$ cat src/bmsl_pkg.sv
`default_nettype none
package bmsl_pkg;
	localparam int unsigned CLK_MHZ          = 200;
	localparam int unsigned READY_STATES     = 100;
	localparam int unsigned RST_LOW_STATES   = 20;
	localparam int unsigned MODE_SETUP_STATES = 4;
	localparam int unsigned RATE_W           = 20;
	localparam int unsigned ADDR_W           = 24;
	localparam int unsigned FIFO_W           = 8;
	localparam int unsigned FIFO_D           = 16;
	localparam logic [23:0] PROG_BASE        = 24'hFFE080;
	localparam logic [23:0] PROG_LAST        = 24'hFFEFFF;
	localparam logic [23:0] BOOT_RSV_BASE    = 24'hFFFF00;
	localparam logic [23:0] BOOT_RSV_LAST    = 24'hFFFF7F;
	localparam logic [23:0] NORMAL_LIMIT     = 24'h00DFFF;
	localparam logic [7:0]  ADJ_END_BYTE     = 8'h00;
	localparam logic [7:0]  ACK_BYTE         = 8'h55;
	localparam logic [3:0]  FRAME_BITS       = 4'hA;
	localparam logic [3:0]  LOW_BITS         = 4'h9;
	localparam logic [11:0] PROG_BYTES       = 12'hF80;
	localparam logic [7:0]  READY_CNT        = 8'h64;

	typedef enum logic [1:0] {
		BMSL_RUN_USER_ADV  = 2'b00,
		BMSL_RUN_USER_NORM = 2'b01,
		BMSL_RUN_BOOT      = 2'b10,
		BMSL_RUN_OTHER     = 2'b11
	} bmsl_run_e;

	typedef enum logic [3:0] {
		BMSL_ST_IDLE    = 4'b0000,
		BMSL_ST_WAIT    = 4'b0001,
		BMSL_ST_ERASE   = 4'b0010,
		BMSL_ST_IDLEHI  = 4'b0011,
		BMSL_ST_MEASURE = 4'b0100,
		BMSL_ST_SENDADJ = 4'b0101,
		BMSL_ST_WAITACK = 4'b0110,
		BMSL_ST_LOAD    = 4'b0111,
		BMSL_ST_BRANCH  = 4'b1000,
		BMSL_ST_USER    = 4'b1001
	} bmsl_state_e;

	typedef struct packed {
		logic [23:0] addr;
		logic [7:0]  data;
	} bmsl_wr_s;

	typedef struct packed {
		logic mode_pin_high;
		logic mode_pin_low;
		logic boot_sel_pin_c;
		logic boot_sel_pin_b;
		logic boot_sel_pin_a;
	} bmsl_strap_s;
endpackage
`default_nettype wire

$ cat src/bmsl_fifo.sv
`timescale 1ns/1ps
`default_nettype none
module bmsl_fifo #(
	parameter int W = 8,
	parameter int D = 16
) (
	input  wire logic         clock,
	input  wire logic         rst_b,
	input  wire logic         in_valid,
	output logic              in_ready,
	input  wire logic [W-1:0] in_data,
	output logic              out_valid,
	input  wire logic         out_ready,
	output logic      [W-1:0] out_data
);
	localparam int AW = $clog2(D);
	logic [W-1:0] mem_r [D];
	logic [AW-1:0] wp_r;
	logic [AW-1:0] rp_r;
	logic [AW:0]   cnt_r;
	logic          push;
	logic          pop;

	assign in_ready  = (cnt_r != (AW+1)'(D));
	assign out_valid = (cnt_r != '0);
	assign out_data  = mem_r[rp_r];
	assign push      = in_valid && in_ready;
	assign pop       = out_valid && out_ready;

	always_ff @(posedge clock) begin
		if (push) begin
			mem_r[wp_r] <= in_data;
		end
	end

	always_ff @(posedge clock or negedge rst_b) begin
		if (!rst_b) begin
			wp_r  <= '0;
			rp_r  <= '0;
			cnt_r <= '0;
		end else begin
			if (push) begin
				wp_r <= wp_r + 1'b1;
			end
			if (pop) begin
				rp_r <= rp_r + 1'b1;
			end
			cnt_r <= cnt_r + (AW+1)'(push) - (AW+1)'(pop);
		end
	end
endmodule
`default_nettype wire

$ cat src/bmsl_top.sv
`timescale 1ns/1ps
`default_nettype none
// Summary of operation
// Boot mode only when mode pins read 0 and boot pins read 1 at release.
// User mode: low mode pin picks advanced or normal; normal limits 56 kbyte.
// Boot select pins become general ports after mode detection.
// Host streams zero bytes; device measures low period for bit rate.
// Link frames are 8 data bits, one stop bit, no parity.
// After rate adjustment the device sends one zero byte.
// Host answers the zero byte with one 0x55 byte.
// Host resets the device if the zero byte arrives corrupted.
// Host uses 2400, 4800 or 9600 bits per second.
// Rate adjust covers 2 to 20 MHz depending on host rate.
// RAM 0xFFFF00 to 0xFFFF7F is reserved for the boot program.
// Program bytes land in RAM 0xFFE080 to 0xFFEFFF.
// After transfer, execution branches to the RAM program start.
// Rx line high at reset end; measuring ready about 100 states later.
// Boot mode erases all flash if any location is not all ones.
// Before branch: clear rx/tx enables, keep rate, drive tx pin high.
// Branch leaves general registers undefined, others untouched.
// Boot mode ends via reset with new mode pins or watchdog overflow.
// Mode pins stay constant in boot mode, stable 4 states before release.
// In reset with mode 1, address ports low, bus controls high.
// User mode needs mode 2 or 3 (the code also picks user normal in mode 1); no flash reads while writes enabled.
// No interrupt service while flash program or erase runs.
// Divisor is the low span count of one zero byte over nine bits.
// After 0x55, program bytes go to successive RAM addresses.
module bmsl_top (
	input  wire logic                  clock,
	input  wire logic                  rst_b,
	input  wire bmsl_pkg::bmsl_strap_s strap,
	input  wire logic                  watchdog_timer_overflow,
	input  wire logic                  serial_rx_line,
	output logic                       serial_tx_line,
	output logic                       tx_pin_direction,
	output logic                       tx_pin_level,
	output logic                       receive_enable,
	output logic                       transmit_enable,
	output logic [19:0]                rate_setting,
	output bmsl_pkg::bmsl_run_e        run_mode,
	output logic                       boot_pins_free,
	output logic                       normal_region_limit,
	output logic [23:0]                normal_limit_addr,
	output logic                       boot_ram_reserved,
	input  wire logic                  flash_blank,
	output logic                       flash_erase_req,
	input  wire logic                  flash_erase_done,
	input  wire logic                  flash_write_enable,
	input  wire logic                  flash_busy,
	output logic                       flash_read_allow,
	output logic                       irq_allow,
	output logic                       addr_port_low_oe_b,
	output logic                       bus_ctrl_high_oe_b,
	output bmsl_pkg::bmsl_wr_s         ram_wr,
	output logic                       ram_wr_valid,
	input  wire logic                  ram_wr_ready,
	output logic                       branch_go,
	output logic [23:0]                branch_addr,
	output logic                       cpu_regs_undefined
);
	import bmsl_pkg::*;

	bmsl_state_e  st_r;
	logic         rst_q_r;
	logic [7:0]   wait_r;
	logic [19:0]  low_cnt_r;
	logic [19:0]  bit_cnt_r;
	logic [3:0]   bit_idx_r;
	logic [7:0]   sh_r;
	logic         rx_busy_r;
	logic         rx_done;
	logic [7:0]   rx_byte_r;
	logic         rx_prev_r;
	logic         tx_busy_r;
	logic         tx_start;
	logic [9:0]   tx_sh_r;
	logic [19:0]  tx_cnt_r;
	logic [3:0]   tx_idx_r;
	logic [11:0]  load_cnt_r;
	logic [23:0]  load_addr_r;
	logic         fifo_valid;
	logic         fifo_ready;
	logic [7:0]   fifo_data;
	logic         fifo_in_ready;
	logic         boot_sel;

	function automatic logic [19:0] half_of(input logic [19:0] v);
		half_of = {1'b0, v[19:1]};
	endfunction

	// Strap decode; boot pins only matter at reset release, mode pins also during reset.
	assign boot_sel = !strap.mode_pin_high && !strap.mode_pin_low
		&& strap.boot_sel_pin_c && strap.boot_sel_pin_b
		&& strap.boot_sel_pin_a;

	// The strap is caught on the first edge after release, never by the
	// reset itself; the pins must already be settled by then.
	always_ff @(posedge clock or negedge rst_b) begin
		if (!rst_b) begin
			rst_q_r  <= 1'b0;
			run_mode <= BMSL_RUN_OTHER;
		end else begin
			rst_q_r <= 1'b1;
			if (!rst_q_r) begin
				if (boot_sel) begin
					run_mode <= BMSL_RUN_BOOT;
				end else if (strap.mode_pin_low) begin
					run_mode <= BMSL_RUN_USER_NORM;
				end else if (strap.mode_pin_high) begin
					run_mode <= BMSL_RUN_USER_ADV;
				end else begin
					run_mode <= BMSL_RUN_OTHER;
				end
			end
		end
	end

	assign boot_pins_free      = rst_q_r;
	assign normal_region_limit = (run_mode == BMSL_RUN_USER_NORM);
	assign normal_limit_addr   = NORMAL_LIMIT;
	assign boot_ram_reserved   = (run_mode == BMSL_RUN_BOOT);
	assign flash_read_allow    = !flash_write_enable;
	assign irq_allow           = !flash_busy && !flash_erase_req;
	// Mode 1 strap during reset drives ports; otherwise they float.
	assign addr_port_low_oe_b  = !(!rst_b && !strap.mode_pin_high
		&& strap.mode_pin_low);
	assign bus_ctrl_high_oe_b  = addr_port_low_oe_b;
	assign cpu_regs_undefined  = branch_go;
	assign branch_addr         = PROG_BASE;

	// A watchdog overflow drops the link enables and sends the sequencer to the user state.
	always_ff @(posedge clock or negedge rst_b) begin
		if (!rst_b) begin
			st_r            <= BMSL_ST_IDLE;
			wait_r          <= '0;
			low_cnt_r       <= '0;
			rate_setting    <= '0;
			receive_enable  <= 1'b0;
			transmit_enable <= 1'b0;
			flash_erase_req <= 1'b0;
			branch_go       <= 1'b0;
		end else if (watchdog_timer_overflow) begin
			st_r            <= BMSL_ST_USER;
			flash_erase_req <= 1'b0;
			receive_enable  <= 1'b0;
			transmit_enable <= 1'b0;
			branch_go       <= 1'b0;
		end else begin
			branch_go <= 1'b0;
			case (st_r)
			BMSL_ST_IDLE: begin
				if (rst_q_r) begin
					st_r <= (run_mode == BMSL_RUN_BOOT) ? BMSL_ST_WAIT
						: BMSL_ST_USER;
				end
			end
			BMSL_ST_WAIT: begin
				wait_r <= wait_r + 8'h01;
				if (wait_r == READY_CNT - 8'h01) begin
					flash_erase_req <= !flash_blank;
					st_r <= BMSL_ST_ERASE;
				end
			end
			BMSL_ST_ERASE: begin
				if (!flash_erase_req || flash_erase_done) begin
					flash_erase_req <= 1'b0;
					st_r <= BMSL_ST_IDLEHI;
				end
			end
			BMSL_ST_IDLEHI: begin
				low_cnt_r <= '0;
				// Only a falling edge starts a measurement, so a low span
				// already under way at entry is never counted short.
				if (rx_prev_r && !serial_rx_line) begin
					st_r <= BMSL_ST_MEASURE;
				end
			end
			BMSL_ST_MEASURE: begin
				if (!serial_rx_line) begin
					low_cnt_r <= low_cnt_r + 20'h00001;
				end else begin
					// Nine low bit times; the clock range bounds this.
					rate_setting    <= low_cnt_r / 20'(LOW_BITS);
					receive_enable  <= 1'b1;
					transmit_enable <= 1'b1;
					st_r <= BMSL_ST_SENDADJ;
				end
			end
			BMSL_ST_SENDADJ: begin
				if (!tx_busy_r) begin
					st_r <= BMSL_ST_WAITACK;
				end
			end
			BMSL_ST_WAITACK: begin
				// Leftover zero bytes are ignored until the ack.
				if (rx_done && rx_byte_r == ACK_BYTE) begin
					st_r <= BMSL_ST_LOAD;
				end
			end
			BMSL_ST_LOAD: begin
				if (load_cnt_r == PROG_BYTES && !fifo_valid
					&& !ram_wr_valid) begin
					st_r <= BMSL_ST_BRANCH;
				end
			end
			BMSL_ST_BRANCH: begin
				receive_enable  <= 1'b0;
				transmit_enable <= 1'b0;
				branch_go       <= 1'b1;
				st_r            <= BMSL_ST_USER;
			end
			BMSL_ST_USER: begin
				st_r <= BMSL_ST_USER;
			end
			default: st_r <= BMSL_ST_IDLE;
			endcase
		end
	end

	// Receiver samples mid bit; framing is 8N1.
	always_ff @(posedge clock or negedge rst_b) begin
		if (!rst_b) begin
			rx_busy_r <= 1'b0;
			rx_prev_r <= 1'b1;
			bit_cnt_r <= '0;
			bit_idx_r <= '0;
			sh_r      <= '0;
			rx_byte_r <= '0;
			rx_done   <= 1'b0;
		end else begin
			rx_prev_r <= serial_rx_line;
			rx_done   <= 1'b0;
			if (!receive_enable) begin
				rx_busy_r <= 1'b0;
			end else if (!rx_busy_r) begin
				if (rx_prev_r && !serial_rx_line) begin
					rx_busy_r <= 1'b1;
					bit_cnt_r <= half_of(rate_setting);
					bit_idx_r <= '0;
				end
			end else if (bit_cnt_r != '0) begin
				bit_cnt_r <= bit_cnt_r - 20'h00001;
			end else begin
				bit_cnt_r <= rate_setting;
				bit_idx_r <= bit_idx_r + 4'h1;
				if (bit_idx_r != 4'h0 && bit_idx_r < LOW_BITS) begin
					sh_r <= {serial_rx_line, sh_r[7:1]};
				end
				if (bit_idx_r == LOW_BITS) begin
					rx_busy_r <= 1'b0;
					rx_byte_r <= sh_r;
					rx_done   <= serial_rx_line; // Stop bit must be high.
				end
			end
		end
	end

	assign tx_start = (st_r == BMSL_ST_SENDADJ) && !tx_busy_r
		&& transmit_enable;

	// The tx pin idles high, also after branching.
	always_ff @(posedge clock or negedge rst_b) begin
		if (!rst_b) begin
			tx_busy_r <= 1'b0;
			tx_sh_r   <= '1;
			tx_cnt_r  <= '0;
			tx_idx_r  <= '0;
		end else if (tx_start) begin
			tx_busy_r <= 1'b1;
			tx_sh_r   <= {1'b1, ADJ_END_BYTE, 1'b0};
			tx_cnt_r  <= rate_setting;
			tx_idx_r  <= '0;
		end else if (tx_busy_r) begin
			if (tx_cnt_r != '0) begin
				tx_cnt_r <= tx_cnt_r - 20'h00001;
			end else begin
				tx_cnt_r <= rate_setting;
				tx_sh_r  <= {1'b1, tx_sh_r[9:1]};
				tx_idx_r <= tx_idx_r + 4'h1;
				if (tx_idx_r == FRAME_BITS - 4'h1) begin
					tx_busy_r <= 1'b0;
				end
			end
		end
	end

	assign serial_tx_line   = tx_sh_r[0];
	assign tx_pin_direction = 1'b1;
	assign tx_pin_level     = 1'b1;

	// Received program bytes queue here so a slow RAM port cannot drop
	// bytes; overflow only if RAM stalls for more than sixteen byte times.
	bmsl_fifo #(
		.W(FIFO_W),
		.D(FIFO_D)
	) u_fifo (
		.clock     (clock),
		.rst_b     (rst_b),
		.in_valid  (rx_done && st_r == BMSL_ST_LOAD
			&& load_cnt_r != PROG_BYTES),
		.in_ready  (fifo_in_ready),
		.in_data   (rx_byte_r),
		.out_valid (fifo_valid),
		.out_ready (fifo_ready),
		.out_data  (fifo_data)
	);

	assign fifo_ready = !ram_wr_valid || ram_wr_ready;

	always_ff @(posedge clock or negedge rst_b) begin
		if (!rst_b) begin
			load_cnt_r   <= '0;
			load_addr_r  <= PROG_BASE;
			ram_wr       <= '0;
			ram_wr_valid <= 1'b0;
		end else begin
			if (rx_done && st_r == BMSL_ST_LOAD && fifo_in_ready
				&& load_cnt_r != PROG_BYTES) begin
				load_cnt_r <= load_cnt_r + 12'h001;
			end
			if (fifo_ready) begin
				ram_wr_valid <= fifo_valid;
				if (fifo_valid) begin
					ram_wr.addr <= load_addr_r;
					ram_wr.data <= fifo_data;
					load_addr_r <= load_addr_r + 24'h000001;
				end
			end
		end
	end
endmodule
`default_nettype wire

$ cat config.mk
export PLATFORM = sky130hd
export DESIGN_NAME = bmsl_top
export DESIGN_NICKNAME = d
export VERILOG_FILES = /design/src/bmsl_pkg.sv /design/src/bmsl_fifo.sv /design/src/bmsl_top.sv
export SDC_FILE = /design/constraint.sdc
export NUM_CORES = 1
export LEC_CHECK = 0
export ABC_AREA = 1
export CELL_PAD_IN_SITES_DETAIL_PLACEMENT = 1
export CELL_PAD_IN_SITES_GLOBAL_PLACEMENT = 2
export CORE_UTILIZATION = 36
export DETAILED_ROUTE_END_ITERATION = 16
export DONT_BUFFER_PORTS = 1
export HOLD_SLACK_MARGIN = 0.15
export PLACE_DENSITY = 0.75
export SLEW_MARGIN = 20
export SYNTH_ARGS = -nofsm -noshare
export SYNTH_HDL_FRONTEND = slang
export SYNTH_SLANG_ARGS = --single-unit
$ cat constraint.sdc
create_clock -name clock -period 7.15 [get_ports clock]
set_clock_uncertainty 0.15 [all_clocks]
set_input_delay 0.3575 -clock clock [delete_from_list [all_inputs] [get_ports clock]]
set_output_delay 0.3575 -clock clock [all_outputs]
set_load 0.05 [all_outputs]
==> results of run 1 <==
[layout make-up]
cell class	count	area, um^2
repair buffers	130	1080
diodes	1	2.50
clock inverters	13	125
inverters	236	906
well taps	656	821
fillers	5559	27100
flip-flops and latches	342	9230
multi-input cells	1380	7760
clock buffers	59	1140
[cells in the final DEF (no fill, tap or decap), types with 8 or more instances in the layout]
cell type / instances
a21oi_1: 51
a221oi_1: 9
buf_4: 106
clkbuf_1: 12
clkbuf_16: 40
conb_1: 54
dfrtp_1: 188
dfstp_2: 24
dlygate4sd3_1: 16
edfxtp_1: 128
ha_1: 28
inv_1: 204
inv_2: 22
nand2_1: 334
nand2_2: 38
nand2_4: 33
nand3_1: 77
nand3_2: 18
nand3_4: 13
nand4_1: 40
nor2_1: 230
nor3_1: 33
nor4_1: 12
o211ai_1: 9
o21ai_0: 189
o21ai_1: 8
o22ai_1: 54
xnor2_1: 11
xor2_1: 64
[Yosys cell counts (2+ instances only)]
cell	n	area, um^2
a211oi_1	3	22.5
a21oi_1	51	255
a221oi_1	9	78.8
a22o_1	2	17.5
a22oi_1	4	30.0
a31oi_1	4	25.0
buf_4	58	435
clkbuf_1	54	203
clkinv_1	5	18.8
conb_1	2	7.51
dfrtp_1	190	4750
dfstp_2	24	631
edfxtp_1	128	3840
ha_1	29	363
inv_1	212	796
inv_2	19	71.3
nand2_1	360	1350
nand2_2	47	294
nand2_4	4	45.0
nand3_1	100	500
nand3_2	5	50.1
nand3_4	3	52.6
nand3b_1	2	15.0
nand4_1	40	250
nand4_2	3	37.5
nor2_1	234	878
nor2_2	3	18.8
nor2_4	4	45.0
nor3_1	35	175
nor4_1	12	75.1
o211ai_1	9	67.6
o21a_1	2	15.0
o21ai_0	192	961
o21ai_1	10	50.1
o221ai_1	4	35.0
o22ai_1	54	338
o31ai_1	2	15.0
o32ai_1	3	26.3
or2_2	2	12.5
xnor2_1	12	105
xor2_1	66	578
[state kept, by name, indices dropped and copies added (netlist names), 2 cells and up]
register	count
low_cnt_r	20
bit_cnt_r	20
bit_idx_r	4
sh_r	8
u_fifo.rp_r	4
u_fifo.wp_r	4
run_mode	2
rate_setting	17
rx_byte_r	8
load_addr_r	24
tx_idx_r	4
tx_cnt_r	20
ram_wr	32
u_fifo.mem_r	128
u_fifo.cnt_r	5
st_r	4
load_cnt_r	12
tx_sh_r	9
wait_r	8
[worst max-delay path, delay by kind of cell (launching register included)]
kind	cells	cell delay, ns
flops	1	0.44
compound gates	1	0.17
buf+inv	6	0.39
simple gates	68	6.32
fa+ha+maj	1	0.15
[logic make-up (layout without fill, tap and decap cells)]
kind of cell    Yosys count  count (layout)  synth area share [%]
compound gates          358             358                  11.4
xor+xnor                 78              78                  3.86
fa+ha+maj                30              30                  2.16
buf+inv                 350             438                  8.65
flops                   342             342                  52.1
mux                       1               1                0.0636
other cells               2              55                0.0424
simple gates            859             859                  21.7
[final timing paths]
check	start	end	depth (start not counted)
min in group clock	serial_rx_line	rx_prev_r	1
worst min register to register	load_cnt_r[8]	load_cnt_r[8]	1
worst min-delay path	rst_b	ram_wr[2]	2
worst max-delay path	low_cnt_r[17]	rate_setting[0]	76
max in group asynchronous	rst_b	low_cnt_r[17]	3
worst max register to register	low_cnt_r[17]	rate_setting[0]	76
[routing by layer]
layer	vias up	global-route usage, %
met4	0	4.88
met2	203	34.3
met3	57	3.76
met5	-	0
li1	6864	-
met1	6995	25.1
[through the flow]
step	util (%)	setup TNS, ns
finish	43.8	-1.04
CTS	42.7	-0.867
global route	43.8	-2.72
global placement	38.9	-0.133
floorplan	-	0
detailed placement	38.9	-1.10
[repair_timing]
item / in CTS / in global routing
pin swaps: 46 / 63
setup endpoints to repair: 2 / 4
gates resized for setup: 55 / 92
setup buffers: 15 / 12
hold buffers: 17 / 0
hold endpoints to repair: 248 / 0
==> results.json, run 1 <==
{
  "detail_route.iter0.violations": 704,
  "detail_route.first_pass.iterations": 5,
  "arrival_ns": 7.99,
  "die-height_um": 224,
  "routabilityCongestion": 0.795,
  "cts.htree.levels": 2,
  "r2r_slack_ns": -0.54,
  "die_width_um": 224,
  "fmax_mhz": 130,
  "worstSkewPairLatency_ns": 0.56,
  "ys_warn_count": 0,
  "dr_wl_met3_mm": 2.07,
  "met1Wirelength_mm": 21.9,
  "route.detailed.vias_per_inst": 5.01,
  "critical_path_class": "reg -> reg",
  "maxCapViolCount": 0,
  "core_region_area_um2": 48100,
  "clock_tree_root": "clkbuf_16",
  "tightest_slew_ns": 1.09,
  "topRoutingLayerUsed": "met4",
  "synthFlopType": "dfrtp_1",
  "postLayoutSetupSlackWorst_ns": -0.542,
  "async_reset_ff_share_pct": 62.6,
  "initial_core_util_pct": 36.8,
  "clock_path_buffers": 3,
  "row_count": 80,
  "hold_class": "in -> async",
  "final-hold-violation-count": 0,
  "total_clock_sinks": 342,
  "drive_above_1_share_pct": 17.0,
  "worst_setup_path_end_kind": "flip-flop",
  "setup.worst_path.start_class": "flip-flop",
  "final-instance-count-excl-fill": 2817,
  "pin_count": 132,
  "grt_setup_unrepaired": "yes",
  "post-route-drc-count": 0,
  "critical-path-slowest-cell": "dfrtp_2",
  "global_route.usage.total_pct": 19.7,
  "final.period_utilization_pct": 108,
  "cp_required_ns": 7.45,
  "pre_cts_ws_ns": -0.637,
  "first_global_vias": 14700,
  "detail-route-antenna-nets": 0,
  "synth-edff-count": 128,
  "final_max_slew_viols": 0,
  "initial_antenna_violation_count": 2,
  "areaGrowthSynthToFinish_pct": 18.9,
  "per_instance_average_area_after_synthesis_um2": 8.77,
  "cts_buffers": 40,
  "worst_setup_hold_path_clk_slew_ns": 0.06,
  "finalWorstPathRequiredPeriod_ns": 7.69,
  "finalSetupViolations": 2,
  "tritoncts": "yes",
  "critical-path-max-stage-delay_ns": 0.44,
  "slew_headroom_pct": 26.8,
  "crit_path_frequent_cell": "nand2_4",
  "synth_seq_cells": 342,
  "floorplan.die_area_um2": 50100,
  "finish.instance_area_um2": 21100,
  "drt-total-wl_mm": 49.5,
  "place.detailed.hpwl_mm": 33.2,
  "grt_max_degree": 215,
  "routed-wl-met2_mm": 24.7,
  "syn-instance-count": 2020,
  "synth_seq_area_share_pct": 52.1,
  "gr-total-overflow": 0,
  "port_buffers": 0,
  "grt_first_pass_wirelength_mm": 78.8,
  "dpl_cell_area_um2": 18700,
  "drt-wirelength-per-cell_um": 17.6,
  "finish.net_count": 2174,
  "routed-via-count": 14100,
  "post_synth_num_cell_types": 59,
  "place_inst": 2699,
  "critical_path_peak_fanout": 7,
  "violations": "negative setup slack",
  "final.hold.worst_slack_ns": 0.234,
  "synth_area_um2": 17700,
  "run_status": "finished with violations"
}
Power of run 1 is not shown: default switching activity piles up to over one toggle a cycle in this logic, so the estimate is an artifact.
==> inputs of run 2 (changes only) <==
--- a/config.mk
+++ b/config.mk
@@ -6,13 +6,11 @@
 export NUM_CORES = 1
 export LEC_CHECK = 0
 export ABC_AREA = 1
-export CELL_PAD_IN_SITES_DETAIL_PLACEMENT = 1
-export CELL_PAD_IN_SITES_GLOBAL_PLACEMENT = 2
-export CORE_UTILIZATION = 36
+export CORE_UTILIZATION = 40
 export DETAILED_ROUTE_END_ITERATION = 16
 export DONT_BUFFER_PORTS = 1
 export HOLD_SLACK_MARGIN = 0.15
-export PLACE_DENSITY = 0.75
+export PLACE_DENSITY = 0.55
 export SLEW_MARGIN = 20
 export SYNTH_ARGS = -nofsm -noshare
 export SYNTH_HDL_FRONTEND = slang
==> run 2 against run 1 <==
Effect of this change: the flow still finishes with violations (negative setup slack); fmax is 1.8% higher; clock-buffer cell count shrank 10; final area down 2.2%; wire length shrank 13%; sequential cell count did not move; register-to-register slack better by 0.14 ns; via count decreased by 2.6%; global-route usage shrank 0.46 points; die area decreased by 9.9%; first-iteration DRC count grew 52%; setup slack gained 0.14 ns; critical path depth is 3 lower.
==> results.json, run 2 (synthesis results as in run 1) <==
{
  "core_region_area_um2": 43400,
  "grt_max_degree": 215,
  "row_count": 76,
  "finish.net_count": 2146,
  "final.hold.worst_slack_ns": 0.198,
  "detail-route-antenna-nets": 0,
  "largest_registers": "u_fifo.mem_r x128, ram_wr x32, load_addr_r x24",
  "routabilityCongestion": 0.866,
  "critical_path_peak_fanout": 5,
  "detail_route.first_pass.iterations": 5,
  "pin_count": 132,
  "drt-total-wl_mm": 43.0,
  "critical-path-max-stage-delay_ns": 0.44,
  "cts_buffers": 40,
  "largest_register_ffs": 128,
  "cp_required_ns": 7.45,
  "tritoncts": "yes",
  "slew_headroom_pct": 27.6,
  "drt-wirelength-per-cell_um": 15.8,
  "route.detailed.vias_per_inst": 5.05,
  "violations": "negative setup slack",
  "die_width_um": 212,
  "global_route.usage.total_pct": 19.3,
  "worst_setup_path_end_kind": "flip-flop",
  "final.period_utilization_pct": 106,
  "critical-path-slowest-cell": "dfrtp_2",
  "run_status": "finished with violations",
  "first_global_vias": 13300,
  "detail_route.iter0.violations": 1073,
  "postLayoutSetupSlackWorst_ns": -0.403,
  "mostFrequentLayoutCells": "330 x nand2_1, 232 x nor2_1, 204 x inv_1",
  "maxCapViolCount": 0,
  "die-height_um": 212,
  "hold_class": "in -> async",
  "fmax_mhz": 132,
  "regMostFlops": "u_fifo.mem_r",
  "layout_commonest_cell": "nand2_1",
  "total_clock_sinks": 342,
  "clock_tree_root": "clkbuf_16",
  "final-hold-violation-count": 0,
  "final_max_slew_viols": 0,
  "cts.htree.levels": 2,
  "arrival_ns": 7.85,
  "critical_path_class": "reg -> reg",
  "routed-via-count": 13800,
  "grt_setup_unrepaired": "yes",
  "setup.worst_path.start_class": "flip-flop",
  "drive_above_1_share_pct": 16.2,
  "finish.utilization_pct": 47.5,
  "finalWorstPathRequiredPeriod_ns": 7.55,
  "worst_setup_hold_path_clk_slew_ns": 0.06,
  "gr-total-overflow": 0,
  "place.detailed.hpwl_mm": 28.1,
  "areaGrowthSynthToFinish_pct": 16.3,
  "clock_path_buffers": 3,
  "post-route-drc-count": 0,
  "worstSkewPairLatency_ns": 0.56,
  "port_buffers": 0,
  "grt_first_pass_wirelength_mm": 69.2,
  "tightest_slew_ns": 1.08,
  "finalSetupViolations": 2,
  "initial_core_util_pct": 40.9,
  "floorplan.die_area_um2": 45100,
  "initial_antenna_violation_count": 2
}
==> run 2: worst paths after layout <==
| path | start | to | slack [ns] | cells after the start |
|---|---|---|---|---|
| max in group asynchronous | rst_b | low_cnt_r[19] | 5.51 | 3 |
| hold reg to reg | load_cnt_r[8] | load_cnt_r[8] | 0.32 | 1 |
| hold / removal | rst_b | ram_wr[2] | 0.20 | 2 |
| setup reg to reg | low_cnt_r[17] | rate_setting[0] | -0.40 | 73 |
| min in group clock | watchdog_timer_overflow | st_r[3] | 0.25 | 4 |
| setup / recovery | low_cnt_r[17] | rate_setting[0] | -0.40 | 73 |
==> run 2: timing repair <==
action,CTS,global route
resized for setup,58,54
buffers inserted,32,9
endpoints found under the hold margin,249,0
hold buffers,11,0
endpoints found under the setup margin,2,3
pin swaps,57,57
==> run 2: cell type report <==
class                   count  area, um^2
clock inverters            25         264
clock buffers              49        1050
flip-flops and latches    342        9230
multi-input cells        1380        7580
repair buffers            102         842
fillers                  4127       22800
inverters                 236         890
diodes                      3        7.51
well taps                 585         732
==> run 2: layer usage <==
layer | track usage, % | wire length, um | vias up | part of all wire (%)
li1 | - | - | 6817 | -
met1 | 25.5 | 19400 | 6605 | 45
met2 | 32.0 | 20500 | 270 | 48
met3 | 3.56 | 2240 | 66 | 5.2
met4 | 5.56 | 840 | 0 | 2.0
met5 | 0 | 0 | - | 0
==> run 2: stage by stage <==
step | worst slack, ns | cells | setup TNS [ns] | area [um^2]
after floorplan | 0.246 | 2072 | 0 | 17900
after global placement | 0.00616 | 2593 | 0 | 18400
after detailed placement | -0.415 | 2593 | -0.569 | 18400
after CTS | -0.284 | 2709 | -0.516 | 20300
after global routing | -1.14 | 2719 | -2.45 | 20600
final | -0.403 | 2722 | -0.764 | 20600
==> run 2: critical path: cells and delay by family, from the launching register on <==
kind                   cells  cell delay [ns]
AND/OR/NAND/NOR           61             5.50
buffers and inverters     10             1.05
AO/OA/AOI/OAI              2             0.26
flip-flops                 1             0.44
Power of run 2 is left out for the same reason.
